--- src/pkg/hpm_pkg.sv ---
// Shared constants and types of the halt power mode controller.
// Assumes one CPU clock; every count is in cycles of that clock.
`default_nettype none
package hpm_pkg;
    // Halt opcode and forced interrupt level on entry
    localparam logic [7:0] HPM_HALT_OPCODE   = 8'h8E;
    localparam logic [1:0] HPM_CC_PRIO_HALT  = 2'h2;
    localparam logic [1:0] HPM_CC_PRIO_RST   = 2'h3;
    // Stabilization delays in CPU cycles, and clocks per CPU cycle
    localparam int         HPM_STAB_SHORT_TCPU = 256;
    localparam int         HPM_STAB_LONG_TCPU  = 4096;
    localparam int         HPM_CLK_PER_TCPU    = 1;
    localparam int         HPM_STAB_SHORT_CYC  =
        HPM_STAB_SHORT_TCPU * HPM_CLK_PER_TCPU;
    localparam int         HPM_STAB_LONG_CYC   =
        HPM_STAB_LONG_TCPU * HPM_CLK_PER_TCPU;
    // Register bus
    localparam int         HPM_ADDR_W      = 8;
    localparam int         HPM_DATA_W      = 32;
    localparam logic [7:0] HPM_OFS_CTRL    = 8'h00;
    localparam logic [7:0] HPM_OFS_STATUS  = 8'h04;
    localparam logic [7:0] HPM_OFS_IRQ_ST  = 8'h08;
    localparam logic [7:0] HPM_OFS_IRQ_CLR = 8'h0C;
    localparam logic [7:0] HPM_OFS_IRQ_EN  = 8'h10;
    // Field positions
    localparam int         HPM_CTRL_TB_EN  = 0;
    localparam int         HPM_ST_BUSY     = 2;
    localparam int         HPM_ST_GUARD    = 3;
    localparam int         HPM_ST_LONG     = 4;
    localparam int         HPM_EV_HALT     = 0;
    localparam int         HPM_EV_WAKE_TB  = 1;
    localparam int         HPM_EV_WAKE_EXT = 2;
    localparam int         HPM_EV_WDG      = 3;
    localparam int         HPM_EV_N        = 4;
    // Reset values
    localparam logic       HPM_TB_EN_RST   = 1'b0;
    localparam logic [3:0] HPM_EV_RST      = 4'h0;
    // Power states
    typedef enum logic [1:0] {
        HPM_RUN      = 2'b00,
        HPM_ACT_HALT = 2'b01,
        HPM_FULL_HALT= 2'b10,
        HPM_STAB     = 2'b11
    } hpm_state_t;
endpackage
`default_nettype wire

--- src/rtl/hpm_ctrl.sv ---
// Halt power mode controller: halt decode, clock gating, wake, delays.
// Assumes opcode_valid marks an executed opcode, CPU owns the CC stack.
//
// Behaviour
// - Halt enters full halt if timebase enable is 0, active-halt if 1.
// - Halt instruction is decoded from opcode 0x8E.
// - Active-halt is left only by timebase interrupt or reset.
// - Timebase wake from active-halt services it at once, no delay.
// - Reset wake from active-halt waits the stabilization delay first.
// - Entering halt forces CC priority to 10b; pending wake exits at once.
// - Active-halt keeps only oscillator and timebase clocked.
// - Active-halt entry with watchdog active gives no watchdog reset.
// - Clearing timebase enable during the guard delay drops to the stabilization state.
// - Full halt stops the oscillator, CPU and all peripherals.
// - Full halt exit restarts oscillator, waits delay, then services.
// - Only halt-capable interrupts wake from full halt.
// - Watchdog-in-halt option decides if halt gives a watchdog reset.
// - Wake service pushes CC, loads level, restores on pop.
`default_nettype none
module hpm_ctrl
    import hpm_pkg::*;
#(
    parameter int          N_EXT    = 4,
    parameter logic [31:0] HALT_MSK = 32'h0000000F
) (
    input  wire logic                  ref_clk,
    input  wire logic                  resetn,
    input  wire logic [HPM_ADDR_W-1:0] reg_addr,
    input  wire logic [HPM_DATA_W-1:0] reg_wdata,
    input  wire logic                  reg_wr,
    input  wire logic                  reg_rd,
    output logic      [HPM_DATA_W-1:0] reg_rdata,
    input  wire logic                  opcode_valid,
    input  wire logic [7:0]            opcode,
    input  wire logic                  timebase_irq,
    input  wire logic [N_EXT-1:0]      ext_irq,
    input  wire logic                  watchdog_active,
    input  wire logic                  watchdog_in_halt_option,
    input  wire logic                  stab_long_option,
    input  wire logic [1:0]            irq_sw_level,
    input  wire logic                  cc_pop,
    input  wire logic [1:0]            cc_popped_prio,
    output logic                       osc_en,
    output logic                       cpu_clk_en,
    output logic                       periph_clk_en,
    output logic                       timebase_clk_en,
    output logic [1:0]                 cc_prio,
    output logic                       cc_push,
    output logic                       irq_service,
    output logic                       irq_from_ext,
    output logic                       reset_fetch,
    output logic                       watchdog_reset_req,
    output logic                       irq
);
    // Reset release synchronizer
    logic rst_meta_r;
    logic rst_sync_r;
    always_ff @(posedge ref_clk or negedge resetn) begin
        if (!resetn) begin
            rst_meta_r <= 1'b0;
            rst_sync_r <= 1'b0;
        end else begin
            rst_meta_r <= 1'b1;
            rst_sync_r <= rst_meta_r;
        end
    end
    wire rst_n = rst_sync_r;

    // State and control registers
    hpm_state_t state_r;
    hpm_state_t state_nxt;
    logic       tb_en_r;
    logic       boot_r;
    logic       guard_r;
    logic       pend_irq_r;
    logic       pend_ext_r;
    logic [HPM_EV_N-1:0] ev_st_r;
    logic [HPM_EV_N-1:0] ev_en_r;

    // Wake sources and stabilization timer
    logic tb_wake;
    logic ext_wake;
    logic tmr_busy;
    logic tmr_done;

    hpm_wake_detect #(
        .N_EXT    (N_EXT),
        .HALT_MSK (HALT_MSK)
    ) u_wake (
        .timebase_irq (timebase_irq),
        .ext_irq      (ext_irq),
        .tb_wake      (tb_wake),
        .ext_wake     (ext_wake)
    );

    // Halt decode and watchdog decision
    wire halt_exec  = opcode_valid && (opcode == HPM_HALT_OPCODE)
                      && (state_r == HPM_RUN);
    wire wdg_block  = !tb_en_r && watchdog_active
                      && !watchdog_in_halt_option;
    wire halt_enter = halt_exec && !wdg_block;
    wire act_wake   = (state_r == HPM_ACT_HALT) && tb_wake;
    wire full_wake  = (state_r == HPM_FULL_HALT) && ext_wake;
    wire guard_drop = guard_r && !tmr_done && !tb_en_r
                      && (state_r == HPM_RUN);
    wire stab_end   = (state_r == HPM_STAB) && tmr_done;
    wire tmr_start  = boot_r || full_wake || act_wake;
    wire svc_now    = act_wake || (stab_end && pend_irq_r);

    hpm_stab_timer #(
        .SHORT_CYC (HPM_STAB_SHORT_CYC),
        .LONG_CYC  (HPM_STAB_LONG_CYC)
    ) u_tmr (
        .ref_clk  (ref_clk),
        .rst_n    (rst_n),
        .start    (tmr_start),
        .long_sel (stab_long_option),
        .busy     (tmr_busy),
        .done     (tmr_done)
    );

    // Next power state
    always_comb begin
        state_nxt = state_r;
        unique case (state_r)
            HPM_RUN: begin
                if (halt_enter)
                    state_nxt = tb_en_r ? HPM_ACT_HALT
                                        : HPM_FULL_HALT;
                else if (guard_drop)
                    state_nxt = HPM_STAB;
            end
            HPM_ACT_HALT: begin
                if (tb_wake) state_nxt = HPM_RUN;
            end
            HPM_FULL_HALT: begin
                if (ext_wake) state_nxt = HPM_STAB;
            end
            HPM_STAB: begin
                if (tmr_done) state_nxt = HPM_RUN;
            end
        endcase
    end

    // Clock enables follow the next state so they align with state_r
    wire nx_run  = (state_nxt == HPM_RUN);
    wire nx_act  = (state_nxt == HPM_ACT_HALT);
    wire nx_stab = (state_nxt == HPM_STAB);
    wire osc_nxt = !(state_nxt == HPM_FULL_HALT);

    // Power state, clock gating and wake bookkeeping
    always_ff @(posedge ref_clk or negedge rst_n) begin
        if (!rst_n) begin
            state_r         <= HPM_STAB;
            boot_r          <= 1'b1;
            osc_en          <= 1'b1;
            cpu_clk_en      <= 1'b0;
            periph_clk_en   <= 1'b0;
            timebase_clk_en <= 1'b0;
        end else begin
            state_r         <= state_nxt;
            boot_r          <= 1'b0;
            osc_en          <= osc_nxt;
            cpu_clk_en      <= nx_run;
            periph_clk_en   <= nx_run;
            timebase_clk_en <= nx_run || nx_act || nx_stab;
        end
    end

    // Guard window after a timebase wake, and pending service kind
    always_ff @(posedge ref_clk or negedge rst_n) begin
        if (!rst_n) begin
            guard_r    <= 1'b0;
            pend_irq_r <= 1'b0;
            pend_ext_r <= 1'b0;
        end else begin
            if (act_wake)              guard_r <= 1'b1;
            else if (tmr_done || full_wake) guard_r <= 1'b0;
            if (full_wake) begin
                pend_irq_r <= 1'b1;
                pend_ext_r <= 1'b1;
            end else if (stab_end) begin
                pend_irq_r <= 1'b0;
                pend_ext_r <= 1'b0;
            end
        end
    end

    // CC priority: forced on entry, loaded on service, restored on pop
    always_ff @(posedge ref_clk or negedge rst_n) begin
        if (!rst_n) begin
            cc_prio      <= HPM_CC_PRIO_RST;
            cc_push      <= 1'b0;
            irq_service  <= 1'b0;
            irq_from_ext <= 1'b0;
        end else begin
            cc_push     <= svc_now;
            irq_service <= svc_now;
            if (svc_now)
                irq_from_ext <= pend_ext_r && !act_wake;
            if (halt_enter)   cc_prio <= HPM_CC_PRIO_HALT;
            else if (svc_now) cc_prio <= irq_sw_level;
            else if (cc_pop)  cc_prio <= cc_popped_prio;
        end
    end

    // Reset vector fetch after reset stabilization, watchdog reset
    always_ff @(posedge ref_clk or negedge rst_n) begin
        if (!rst_n) begin
            reset_fetch        <= 1'b0;
            watchdog_reset_req <= 1'b0;
        end else begin
            reset_fetch        <= stab_end && !pend_irq_r
                                  && !guard_r;
            watchdog_reset_req <= halt_exec && wdg_block;
        end
    end

    // Register decode
    wire wr_ctrl = reg_wr && (reg_addr == HPM_OFS_CTRL);
    wire wr_clr  = reg_wr && (reg_addr == HPM_OFS_IRQ_CLR);
    wire wr_en   = reg_wr && (reg_addr == HPM_OFS_IRQ_EN);
    wire [HPM_EV_N-1:0] ev_set = {halt_exec && wdg_block, full_wake,
                                  act_wake, halt_enter};
    wire [HPM_EV_N-1:0] ev_clr = wr_clr ? reg_wdata[HPM_EV_N-1:0] : '0;
    wire [HPM_EV_N-1:0] ev_nxt = (ev_st_r & ~ev_clr) | ev_set;
    wire [HPM_DATA_W-1:0] st_word = {{(HPM_DATA_W-5){1'b0}},
                                     stab_long_option, guard_r,
                                     tmr_busy, state_r};
    wire [HPM_DATA_W-1:0] rd_mux =
        (reg_addr == HPM_OFS_CTRL)   ? {{(HPM_DATA_W-1){1'b0}}, tb_en_r} :
        (reg_addr == HPM_OFS_STATUS) ? st_word :
        (reg_addr == HPM_OFS_IRQ_ST) ?
            {{(HPM_DATA_W-HPM_EV_N){1'b0}}, ev_st_r} :
        (reg_addr == HPM_OFS_IRQ_EN) ?
            {{(HPM_DATA_W-HPM_EV_N){1'b0}}, ev_en_r} : '0;

    // Software registers, event flags and interrupt line
    always_ff @(posedge ref_clk or negedge rst_n) begin
        if (!rst_n) begin
            tb_en_r   <= HPM_TB_EN_RST;
            ev_st_r   <= HPM_EV_RST;
            ev_en_r   <= HPM_EV_RST;
            reg_rdata <= '0;
            irq       <= 1'b0;
        end else begin
            if (wr_ctrl) tb_en_r <= reg_wdata[HPM_CTRL_TB_EN];
            if (wr_en)   ev_en_r <= reg_wdata[HPM_EV_N-1:0];
            ev_st_r   <= ev_nxt;
            reg_rdata <= reg_rd ? rd_mux : '0;
            irq       <= |(ev_nxt & (wr_en ? reg_wdata[HPM_EV_N-1:0]
                                           : ev_en_r));
        end
    end

    // Cycles since the last full-halt wake
    logic [12:0] age_r;
    always_ff @(posedge ref_clk) age_r <= full_wake ? '0 : age_r + 13'h1;
endmodule
`default_nettype wire

--- src/rtl/hpm_stab_timer.sv ---
// Oscillator stabilization timer: 256 or 4096 cycle countdown.
// Assumes start is a one-cycle pulse; a start while busy reloads.
`default_nettype none
module hpm_stab_timer
    import hpm_pkg::*;
#(
    parameter int SHORT_CYC = HPM_STAB_SHORT_CYC,
    parameter int LONG_CYC  = HPM_STAB_LONG_CYC
) (
    input  wire logic ref_clk,
    input  wire logic rst_n,
    input  wire logic start,
    input  wire logic long_sel,
    output logic      busy,
    output logic      done
);
    localparam int CW = $clog2(LONG_CYC + 1);

    if (SHORT_CYC < 1 || LONG_CYC < SHORT_CYC)
        $error("hpm_stab_timer: bad delay lengths");

    logic [CW-1:0] cnt_r;
    logic [CW-1:0] cnt_nxt;
    wire  [CW-1:0] len = long_sel ? CW'(LONG_CYC) : CW'(SHORT_CYC);

    // Load on start, else count down to zero
    assign cnt_nxt = start ? len : (busy ? cnt_r - CW'(1) : cnt_r);
    assign busy    = (cnt_r != '0);
    assign done    = (cnt_r == CW'(1));

    // Down counter
    always_ff @(posedge ref_clk or negedge rst_n) begin
        if (!rst_n) cnt_r <= '0;
        else        cnt_r <= cnt_nxt;
    end
endmodule
`default_nettype wire

--- src/rtl/hpm_wake_detect.sv ---
// Wake source qualification for both halt states.
// Pure gating with no storage, so it works while the oscillator is off.
`default_nettype none
module hpm_wake_detect
    import hpm_pkg::*;
#(
    parameter int          N_EXT    = 4,
    parameter logic [31:0] HALT_MSK = 32'h0000000F
) (
    input  wire logic             timebase_irq,
    input  wire logic [N_EXT-1:0] ext_irq,
    output logic                  tb_wake,
    output logic                  ext_wake
);
    if (N_EXT < 1 || N_EXT > 32)
        $error("hpm_wake_detect: N_EXT must be 1 to 32");

    wire [N_EXT-1:0] qual;

    // Only lines marked halt-capable may wake full halt
    genvar gi;
    generate
        for (gi = 0; gi < N_EXT; gi++) begin : g_line
            assign qual[gi] = ext_irq[gi] & HALT_MSK[gi];
        end
    endgenerate

    // Combinational wake paths, no clock needed
    assign tb_wake  = timebase_irq;
    assign ext_wake = |qual;
endmodule
`default_nettype wire

--- config.mk ---
export PLATFORM = sky130hd
export DESIGN_NAME = hpm_ctrl
export DESIGN_NICKNAME = d
export VERILOG_FILES = /design/src/pkg/hpm_pkg.sv /design/src/rtl/hpm_ctrl.sv /design/src/rtl/hpm_stab_timer.sv /design/src/rtl/hpm_wake_detect.sv
export SDC_FILE = /design/constraint.sdc
export NUM_CORES = 1
export LEC_CHECK = 0
export BUFFER_PORTS_ARGS = -buffer_cell sky130_fd_sc_hd__buf_2
export CAP_MARGIN = 20
export CELL_PAD_IN_SITES_DETAIL_PLACEMENT = 1
export CELL_PAD_IN_SITES_GLOBAL_PLACEMENT = 1
export CORE_MARGIN = 3
export CORE_UTILIZATION = 34
export DETAILED_ROUTE_END_ITERATION = 10
export GPL_TIMING_DRIVEN = 0
export PLACE_DENSITY = 0.9
export SLEW_MARGIN = 0
export SYNTH_ARGS = -nofsm -noshare
export SYNTH_HDL_FRONTEND = slang
export SYNTH_SLANG_ARGS = --single-unit
export TNS_END_PERCENT = 5
--- constraint.sdc ---
create_clock -name ref_clk -period 1.4 [get_ports ref_clk]
set_input_delay 0.21 -clock ref_clk [delete_from_list [all_inputs] [get_ports ref_clk]]
set_output_delay 0.21 -clock ref_clk [all_outputs]
set_load 0.01 [all_outputs]
# Word level (Yosys, flattened, before mapping)
# Cells that the tools add are included.
# op_classes
n_reduce_logical	43
bitwise	4
add_sub_neg	1
n_mux	24
n_eq_ne	12
# op_table
operator	count
$mux 13	3
$logic_and 1x1->1	19
$mux 2	9
$eq 8x4->1 const B	2
$mux 4	4
$mux 5	3
$eq 13x1->1 const B	1
$reduce_bool 13->1	1
$sub 13x1->13 const B	1
$and 4x4->4	2
$eq 2x2->1 const B	4
$eq 8x3->1 const B	1
$eq 8x5->1 const B	1
$eq 8x8->1 const B	1
$logic_not 1->1	8
$logic_not 8->1	1
$pmux 2 s4	1
$reduce_or 4->1	2
$logic_or 1x1->1	6
$reduce_bool 2->1	3
$eq 2x1->1 const B	2
$logic_not 2->1	2
$mux 1	4
$not 4->4	1
2 further kinds	2
# word_totals
wordCells	104
register_bits	44

# Depth between registers and ports, before layout
# Gate-level depths: netlist of run 1.
# depth
ltp_word	11
mapped_depth	8

# Modules after synthesis
# A second synthesis of run 1 with hierarchy kept.
# unflattened
hier_cells	258
hier_area_um2	2561.2
# by_module_without_submodules
module	instances	cells_each	area_per_inst_um2
hpm_ctrl	1	180	1745.4
hpm_stab_timer	1	76	800.8
hpm_wake_detect	1	2	15.0

# Worst setup path after synthesis of run 1
# Ideal clock, no wire load.
# synth_timing
path_kind	register to register
from	reg state_r[1]
to	reg timebase_clk_en
t_arrival_ps	1839
stages_incl_launch_ff	7
path_buffers	1
setup_slack_ps	-572
required_ps	1267
period_less_slack_ps	1972
path_cell_list	dfstp_2 -> buf_2 -> or4b_1 -> or4_1 -> nand4b_1 -> a32o_1 -> nand2_1
# synth_via
elab_chain_cells	8
word_cells_on_any_way	18
cone_classes	eq/ne (5); mux (6); reduce/logical (7)
# synth_lines
item	line_no	source
start: declaration	hpm_ctrl.sv:70	hpm_state_t state_r;
start signal: assignment	hpm_ctrl.sv:161	state_r <= state_nxt;
$logic_not 2->1	hpm_ctrl.sv:98, hpm_ctrl.sv:105, hpm_ctrl.sv:125	
$logic_and 1x1->1, on equally long branches	hpm_ctrl.sv:105, hpm_ctrl.sv:98	
$mux 2 or $logic_and 1x1->1 (tied branches)	hpm_ctrl.sv:130, hpm_ctrl.sv:101	
$mux 2	hpm_ctrl.sv:127	if (halt_enter)
$pmux 2 s4 *	hpm_ctrl.sv:125	unique case (state_r)
$eq 2x1->1 or $logic_not 2->1 (tied branches)	hpm_ctrl.sv:147, hpm_ctrl.sv:146	
$logic_or 1x1->1	hpm_ctrl.sv:166	timebase_clk_en <= nx_run || nx_act || nx_stab;
$logic_or 1x1->1 *	hpm_ctrl.sv:166	
end signal: assignment	hpm_ctrl.sv:166	
end: declaration	hpm_ctrl.sv:46	output logic timebase_clk_en,
# Every way passes the cells marked *; elsewhere a longest branch is shown, timed or not.
# A chain may end at the register's enable or synchronous reset.

# Worst setup path after layout of run 1
# layout_timing
from	reg state_r[0]
to	reg periph_clk_en
# layout_via
elab_chain_cells	6
word_cells_on_any_way	14
cone_classes	eq/ne (3); mux (6); reduce/logical (5)
# layout_lines
item	line_no	source
$logic_not 2->1	hpm_ctrl.sv:98, hpm_ctrl.sv:105, hpm_ctrl.sv:125	
$logic_and 1x1->1, on equally long branches	hpm_ctrl.sv:105, hpm_ctrl.sv:98	
$mux 2 or $logic_and 1x1->1 (tied branches)	hpm_ctrl.sv:130, hpm_ctrl.sv:101	
$mux 2	hpm_ctrl.sv:127	
$pmux 2 s4 *	hpm_ctrl.sv:125	
named net state_nxt[0]	hpm_ctrl.sv:71	hpm_state_t state_nxt;
$logic_not 2->1 *	hpm_ctrl.sv:146	wire nx_run = (state_nxt == HPM_RUN);
named net nx_run	hpm_ctrl.sv:146	
end signal: assignment	hpm_ctrl.sv:165	periph_clk_en <= nx_run;
end: declaration	hpm_ctrl.sv:45	output logic periph_clk_en,
# The timed path passes the listed nets; every way through them passes the cells marked *.

==> flow_metrics.tcl, run 1 <==
set metrics [dict create \
    status "finished, violations left" \
    violations "negative setup slack" \
    arrival_ps 2210 \
    tightest_slew_ps 894 \
    finalWirelength_um 6880 \
    period_needed_ps 1960 \
    dpl.hpwl_um 4560 \
    final_common_cell "buf_2" \
    grt_pass1_wl_um 11000 \
    fin_nets 412 \
    final_cell_mix "buf_2, buf_4, dfrtp_1" \
    setup_viol 39 \
    placed_area_um2 2910 \
    seq_area_frac_synth_pct 45.9 \
    tritoncts "built" \
    crit_type "register to register" \
    power_leakage_nw 1.62 \
    clock_latency_ps 300 \
    initial_core_util_pct 35.3 \
    ys_ff_latch 44 \
    worst_hold_path_type "input pin to register" \
    htree_levels 2 \
    grt_max_degree 43 \
    core_area_um2 6830 \
    syn2layout_area_growth_pct 37.6 \
    rsz0062_at_grt "true" \
    io_buffers 53 \
    slowest_delay_ps 540 \
    cts_buffers 5 \
    postRouteAntennaNets 0 \
    root_buffer "clkbuf_8" \
    crit_chain "or4b_4 -> or4_4 -> nand4b_1 -> a32o_2 -> inv_2 -> nor2_1" \
    fin_setup_tns_ps -13270 \
    io_pins 110 \
    routabilityCongestion 0.780 \
    maxCapViolations 0 \
    track_usage_pct 16.6 \
    drt_iter0_markers 63 \
    synth.distinct_cells 54 \
    route.vias.total 2123 \
    grt_pass1_vias 2235 \
    via_per_inst 4.83 \
    cpMaxStageDelayCell "or4_4" \
    pwr_density_cell_nw_per_um2 1670 \
    die_h_um 90.3 \
    crit_required_ps 1640 \
    skew_ps 6.95 \
    critPathTopFamily "simple AND/OR/NAND/NOR gates" \
    num_rows 30 \
    max_slew_margin_pct 40.4 \
    netlist_instances 241 \
    crit_fanout 6 \
    slew_violations 0 \
    finalHoldViolations 0 \
    gr-total-overflow 0 \
    clk_pin_slew_ps 90 \
    final_cell_area_um2 3320 \
    ys_warn_count 0 \
    ir_drop_mv 0.977 \
    max_freq_mhz 509 \
    cts.sinks 44 \
    netlist_area_um2 2410 \
    n_antenna_cell 0 \
    fin_total_pwr_mw 5.56 \
    fp.dieArea_um2 8150 \
    crit_path_end_kind "register" \
    cp-start-kind "register" \
    clockBufferDepth 2 \
    postLayoutSetupSlackWorst_ps -564 \
    cp.buffers_inverters 1 \
    drive_above_1_share_pct 48.3 \
    drc 0 \
    finalCritPeriodShare_pct 140 \
    routedWlPerCell_um 15.6 \
    fp.dieW_um 90.3 \
    avgSynthCellArea_um2 10.0 \
    antenna_found_initial 0 \
    hold_slack_ps 120 \
    drtPass1Iterations 4 \
]
metal layers:
layer  global-route usage [%]  part of all wire [%]  vias up
met4                     6.89                   3.0        0
met3                     3.17                   4.5       18
met5                        0                     0        -
li1                         -                     -      995
met1                     19.2                    38     1040
met2                     30.0                    54       70
synthesized netlist by cell type (all sizes together):
cell / instances / area share [%]
o21ai: 7 / 1.9
nor4: 4 / 1.3
or4b: 2 / 0.83
mux2i: 2 / 0.83
nor2: 26 / 4.0
a31o: 1 / 0.36
nor3b: 2 / 0.62
xnor2: 2 / 0.73
nand4: 7 / 1.8
o22ai: 1 / 0.26
nor3: 10 / 2.3
and2: 2 / 0.52
and3: 1 / 0.26
clkbuf: 3 / 0.47
mux2: 7 / 3.9
or4: 7 / 2.5
a22oi: 3 / 0.93
nand3b: 3 / 0.93
a211o: 1 / 0.36
or3: 3 / 0.83
dfrtp: 38 / 39
conb: 2 / 0.31
a21oi: 10 / 2.1
nand2: 11 / 1.7
or2: 5 / 1.3
a21o: 3 / 0.93
a32o: 1 / 0.41
ha: 3 / 1.6
a211oi: 1 / 0.31
a31oi: 1 / 0.26
o31ai: 1 / 0.31
buf: 32 / 10
nor4b: 1 / 0.36
nand4b: 2 / 0.73
inv: 4 / 0.62
nand3: 6 / 1.2
dfstp: 6 / 6.5
nor2b: 6 / 1.6
nand2b: 1 / 0.26
xor2: 8 / 2.9
a21boi: 5 / 1.6
sequential cells by signal, indices dropped and copies added (netlist names), 2 cells and up:
signal and flops:
u_tmr.cnt_r 13, reg_rdata 5, ev_en_r 4, ev_st_r 4, cc_prio 2, state_r 2
worst register-to-register path: stages (launching register included):
cell	delay (ps)
dfstp_2	410
or4b_4	520
or4_4	540
nand4b_1	120
a32o_2	200
inv_2	40
nor2_1	80
final timing paths:
check	from	depth (start not counted)	to	slack, ps
worst max-delay path	state_r[0]$_DFF_PN1_	6	periph_clk_en$_DFF_PN0_	-560
worst min-delay path	irq_sw_level[1]	2	cc_prio[1]$_DFFE_PN1P_	120
worst max register to register	state_r[0]$_DFF_PN1_	6	periph_clk_en$_DFF_PN0_	-560
worst min register to register	rst_meta_r$_DFF_PN0_	0	rst_n$_DFF_PN0_	360
max in group asynchronous	rst_n$_DFF_PN0_	0	u_tmr.cnt_r[2]$_DFFE_PN0P_	380
min in group asynchronous	resetn	2	rst_n$_DFF_PN0_	220
cell type report:
cell class,count,area [um^2]
clock buffers,5,68.8
inverters,4,15.0
clock inverters,3,42.5
multi-input cells,185,1300
well taps,96,120
repair buffers,69,402
fillers,811,3510
plain buffers,34,262
flip-flops and latches,44,1110
power breakdown:
group          internal (mW)  total [mW]  switching [mW]
clock network          0.528       0.976           0.448
registers               1.62        1.98           0.359
logic                   1.26        2.60            1.35
total                   3.41        5.56            2.15
logic make-up (layout without fill, tap and decap cells):
| group | after synthesis | count (layout) | synth area share [%] |
|---|---|---|---|
| compound gates | 35 | 35 | 9.70 |
| xor+xnor | 10 | 10 | 3.63 |
| flops | 44 | 44 | 45.9 |
| simple gates | 99 | 99 | 23.1 |
| other cells | 2 | 29 | 0.311 |
| buf+inv | 39 | 115 | 11.1 |
| mux | 9 | 9 | 4.72 |
| fa+ha+maj | 3 | 3 | 1.56 |
stage by stage:
step	cells	utilization (%)	setup slack, ps
detailed placement	417	42.6	-894
CTS	434	47.2	-570
finish	440	48.6	-564
floorplan	268	-	-522
global placement	417	42.6	-849
global route	440	48.6	-646
what timing repair did:
action / 4_1_cts / 5_1_grt
cloned: 0 / 0
setup endpoints to repair: 41 / 41
resized for setup: 33 / 13
hold endpoints to repair: 2 / 0
setup buffers: 9 / 6
pin swaps: 17 / 15
hold buffers: 1 / 0
Power figures use the tool's default switching activity.
==> run 2: changes to the inputs <==
CORE_UTILIZATION = 31   (was 34)
PLACE_DENSITY = 0.87   (was 0.9)
clock period = 1.8 ns   (was 1.4 ns; I/O delays follow)
==> flow_metrics.tcl, run 2 (synthesis gave the netlist of run 1 again) <==
set metrics [dict create \
    skew_ps 9.18 \
    crit_path_end_kind "register" \
    maxCapViolations 0 \
    cp.buffers_inverters 0 \
    cp-start-kind "register" \
    max_slew_margin_pct 60.5 \
    final_util_pct 44.0 \
    final_cell_mix "buf_2, buf_4, dfrtp_1" \
    hold_start "irq_sw_level[0]" \
    crit_start "state_r[0]$_DFF_PN1_" \
    period_needed_ps 1920 \
    io_pins 110 \
    dpl.hpwl_um 4670 \
    via_per_inst 4.64 \
    core_area_um2 7410 \
    pwr_density_cell_nw_per_um2 1270 \
    crit_type "register to register" \
    drt_iter0_markers 60 \
    routedWlPerCell_um 14.6 \
    initial_core_util_pct 32.6 \
    reg2reg_to "timebase_clk_en$_DFF_PN0_" \
    antenna_found_initial 0 \
    power_leakage_nw 1.60 \
    clk_pin_slew_ps 80 \
    gr-total-overflow 0 \
    violations "negative setup slack" \
    worst_hold_path_type "input pin to register" \
    preCtsSetupSlack_ps -576 \
    io_buffers 53 \
    final_common_cell "buf_2" \
    ff2ff_setup_slack_ps -120 \
    finalNonFillerCells 441 \
    tritoncts "built" \
    drtPass1Iterations 4 \
    arrival_ps 2100 \
    cts_buffers 5 \
    finalWirelength_um 6440 \
    root_buffer "clkbuf_8" \
    ir_drop_mv 0.508 \
    holdPathStages 2 \
    critPathTopFamily "simple AND/OR/NAND/NOR gates" \
    grt_pass1_vias 2208 \
    reg2reg_from "state_r[0]$_DFF_PN1_" \
    fp.dieW_um 94.2 \
    route.vias.total 2047 \
    crit_chain "or4b_4 -> or4_4 -> nand4b_1 -> a32o_2 -> nand2_2" \
    min_to "cc_prio[0]$_DFFE_PN1P_" \
    regMostFlops "u_tmr.cnt_r" \
    fin_total_pwr_mw 4.13 \
    reg.largest.list "u_tmr.cnt_r: 13 flops, reg_rdata: 5 flops" \
    grt_pass1_wl_um 10300 \
    cts.sinks 44 \
    setup_viol 13 \
    drc 0 \
    fp.dieArea_um2 8880 \
    status "finished, violations left" \
    clockBufferDepth 2 \
    max_freq_mhz 521 \
    dp_cells 421 \
    slowest_delay_ps 560 \
    final_cell_area_um2 3260 \
    n_antenna_cell 0 \
    htree_levels 2 \
    postRouteAntennaNets 0 \
    crit_required_ps 1980 \
    ff2ff_path_depth 5 \
    tightest_slew_ps 591 \
    rsz0062_at_grt "true" \
    clock_latency_ps 300 \
    syn2layout_area_growth_pct 35.2 \
    finalCritPeriodShare_pct 107 \
    drive_above_1_share_pct 45.9 \
    postLayoutSetupSlackWorst_ps -121 \
    crit_fanout 6 \
    cpMaxStageDelayCell "or4b_4" \
    fin_nets 410 \
    die_h_um 94.2 \
    finalHoldViolations 0 \
    grt_max_degree 43 \
    routabilityCongestion 0.792 \
    placed_area_um2 2930 \
    track_usage_pct 14.6 \
    num_rows 31 \
    slew_violations 0 \
    largest_reg_flops 13 \
]
## run 2: cell count changes in the layout (fill, tap and decap cells not counted), moves of 2 or more
cell | previous run | this run
buf_4 | 44 | 41
buf_6 | 4 | 2
clkbuf_1 | 1 | 3
mux2_4 | 4 | 6
nand3_1 | 3 | 5
nand3_2 | 3 | 1
nor3_2 | 1 | 3
## run 2: layout make-up
class                           instances  area (um^2)
Multi-Input combinational cell        185         1260
Tap cell                               99          124
Clock inverter                          2         35.0
Timing Repair Buffer                   67          389
Buffer                                 34          258
Sequential cell                        44         1110
Inverter                                4         15.0
Clock buffer                            6         72.6
Fill cell                             873         4150
## run 2: power by group
part	internal [mW]	switching, mW
sequential	1.26	0.253
clock	0.412	0.338
combinational	0.901	0.962
## run 2: repair_timing
action,in CTS,in global routing
setup buffers,12,0
endpoints found under the setup margin,28,32
hold buffers,1,0
hold endpoints to repair,2,0
pin swaps,15,4
gates resized for setup,23,12
## run 2: how the worst max path moves through the flow
stage / slack, ps / cells after the start / end
after CTS: -100 / 6 / u_tmr.cnt_r[10]$_DFFE_PN0P_
final: -120 / 5 / timebase_clk_en$_DFF_PN0_
after detailed placement: -580 / 5 / cc_prio[0]$_DFFE_PN1P_
after global routing: -180 / 6 / periph_clk_en$_DFF_PN0_
after floorplan: -180 / 6 / irq$_DFF_PN0_
after global placement: -450 / 5 / cc_prio[0]$_DFFE_PN1P_
## run 2: through the flow
step	setup TNS, ps	hold slack [ps]
floorplan	-1500	-25.6
global placement	-9610	56.2
detailed placement	-11920	57.9
CTS	-795	201
global route	-2030	202
finish	-754	207
## run 2: routing by layer
metal | GRT usage, % | up-vias | wire, um
met5 | 0 | - | 0
met4 | 3.85 | 0 | 81
met3 | 3.37 | 8 | 390
met2 | 27.5 | 63 | 3550
met1 | 16.4 | 989 | 2420
li1 | - | 987 | -
==> run 3: changes to the inputs <==
CORE_UTILIZATION = 34   (was 31)
CTS_CLUSTER_SIZE = 28   (was not set)
PLACE_DENSITY = 0.9   (was 0.87)
clock period = 2.1 ns   (was 1.8 ns; I/O delays follow)
==> flow_metrics.tcl, run 3 (synthesis gave the netlist of run 1 again) <==
set metrics [dict create \
    status "completed" \
    n_antenna_cell 0 \
    drive_above_1_share_pct 39.8 \
    die_h_um 90.3 \
    crit_path_end_kind "register" \
    cts_buffers 5 \
    grt_pass1_wl_um 10200 \
    gr-total-overflow 0 \
    max_freq_mhz 491 \
    grt_pass1_vias 2163 \
    critPathTopFamily "simple AND/OR/NAND/NOR gates" \
    maxCapViolations 0 \
    io_buffers 53 \
    final_util_pct 45.5 \
    slew_violations 0 \
    regMostFlops "u_tmr.cnt_r" \
    core_area_um2 6830 \
    slowest_delay_ps 490 \
    finalHoldViolations 0 \
    fin_nets 402 \
    worst_hold_path_type "input pin to register" \
    max_slew_margin_pct 39.5 \
    root_buffer "clkbuf_8" \
    clock_latency_ps 300 \
    clk_pin_slew_ps 90 \
    skew_ps 8.68 \
    routabilityCongestion 0.796 \
    dpl.hpwl_um 4550 \
    htree_levels 2 \
    arrival_ps 2220 \
    pwr_density_cell_nw_per_um2 1090 \
    final_cell_mix "buf_2, dfrtp_1, buf_4" \
    postLayoutSetupSlackWorst_ps 64.4 \
    crit_chain "nor4_2 -> nand4_1 -> nand3_1 -> xor2_1 -> nor2_1" \
    postRouteAntennaNets 0 \
    cp.buffers_inverters 0 \
    tightest_slew_ps 907 \
    crit_required_ps 2280 \
    setup_viol 0 \
    cp-start-kind "register" \
    cts.sinks 44 \
    fp.dieArea_um2 8150 \
    via_per_inst 4.66 \
    preCtsSetupSlack_ps -246 \
    route.vias.total 2005 \
    grt_max_degree 43 \
    finalWirelength_um 6040 \
    drt_iter0_markers 82 \
    crit_type "register to register" \
    tritoncts "built" \
    power_leakage_nw 1.53 \
    io_pins 110 \
    drtPass1Iterations 6 \
    fp.dieW_um 90.3 \
    finalCritPeriodShare_pct 96.9 \
    rsz0062_at_grt "true" \
    largest_reg_flops 13 \
    antenna_found_initial 0 \
    initial_core_util_pct 35.3 \
    crit_fanout 10 \
    cpMaxStageDelayCell "nand4_1" \
    clockBufferDepth 2 \
    syn2layout_area_growth_pct 28.9 \
    drc 0 \
    reg.largest.list "u_tmr.cnt_r: 13 flops, reg_rdata: 5 flops" \
    routedWlPerCell_um 14.0 \
    final_common_cell "buf_2" \
    num_rows 30 \
    track_usage_pct 15.1 \
    period_needed_ps 2040 \
    ir_drop_mv 0.473 \
]
run 3: through the flow:
step	hold WS (ps)	area (um^2)	std cells	setup TNS (ps)	total power, mW
after floorplan	19.4	2510	268	0	2.17
after global placement	101	2900	417	-1000	2.45
after detailed placement	103	2900	417	-2340	2.54
after CTS	228	3060	426	-7.64	3.28
after global routing	227	3110	430	-79.7	3.64
final	228	3110	430	0	3.40
run 3: area by class of cell:
| class | instances | area, um^2 |
|---|---|---|
| repair buffers | 58 | 305 |
| clock inverters | 3 | 42.5 |
| inverters | 4 | 15.0 |
| plain buffers | 35 | 253 |
| well taps | 96 | 120 |
| flip-flops and latches | 44 | 1110 |
| multi-input cells | 185 | 1190 |
| clock buffers | 5 | 68.8 |
| fillers | 846 | 3720 |
run 3: path summary, 6_finish.rpt:
kind	startpoint	to	slack, ps	cells after the start
setup reg to reg	u_tmr.cnt_r[3]$_DFFE_PN0P_	u_tmr.cnt_r[6]$_DFFE_PN0P_	60	5
hold reg to reg	rst_meta_r$_DFF_PN0_	rst_n$_DFF_PN0_	360	0
min in group asynchronous	resetn	rst_n$_DFF_PN0_	340	2
setup / recovery	u_tmr.cnt_r[3]$_DFFE_PN0P_	u_tmr.cnt_r[6]$_DFFE_PN0P_	60	5
hold / removal	irq_sw_level[1]	cc_prio[1]$_DFFE_PN1P_	230	2
max in group asynchronous	rst_n$_DFF_PN0_	u_tmr.cnt_r[3]$_DFFE_PN0P_	1070	0
run 3: layer usage:
| layer | part of all wire, % | global-route usage, % |
|---|---|---|
| met1 | 41 | 17.4 |
| met2 | 52 | 27.4 |
| met3 | 5.4 | 4.08 |
| met4 | 1.3 | 4.21 |
| met5 | 0 | 0 |
run 3: worst reg2reg max path: cells and delay by family, from the launching register on:
kind | cells | cell delay (ps)
xor+xnor | 1 | 190
flops | 1 | 460
simple gates | 4 | 1270
run 3: repair_timing:
item                                   4_1_cts  5_1_grt
buffers inserted                             0        4
endpoints found under the hold margin        2        0
resized for setup                            6        6
hold buffers                                 1        0
pin swaps                                    0        3
setup endpoints to repair                   18       10
run 3: where the power goes:
part | total, mW | internal, mW | switching, mW
Clock | 0.655 | 0.352 | 0.303
Combinational | 1.43 | 0.663 | 0.767
Sequential | 1.31 | 1.08 | 0.237
Total | 3.40 | 2.09 | 1.31
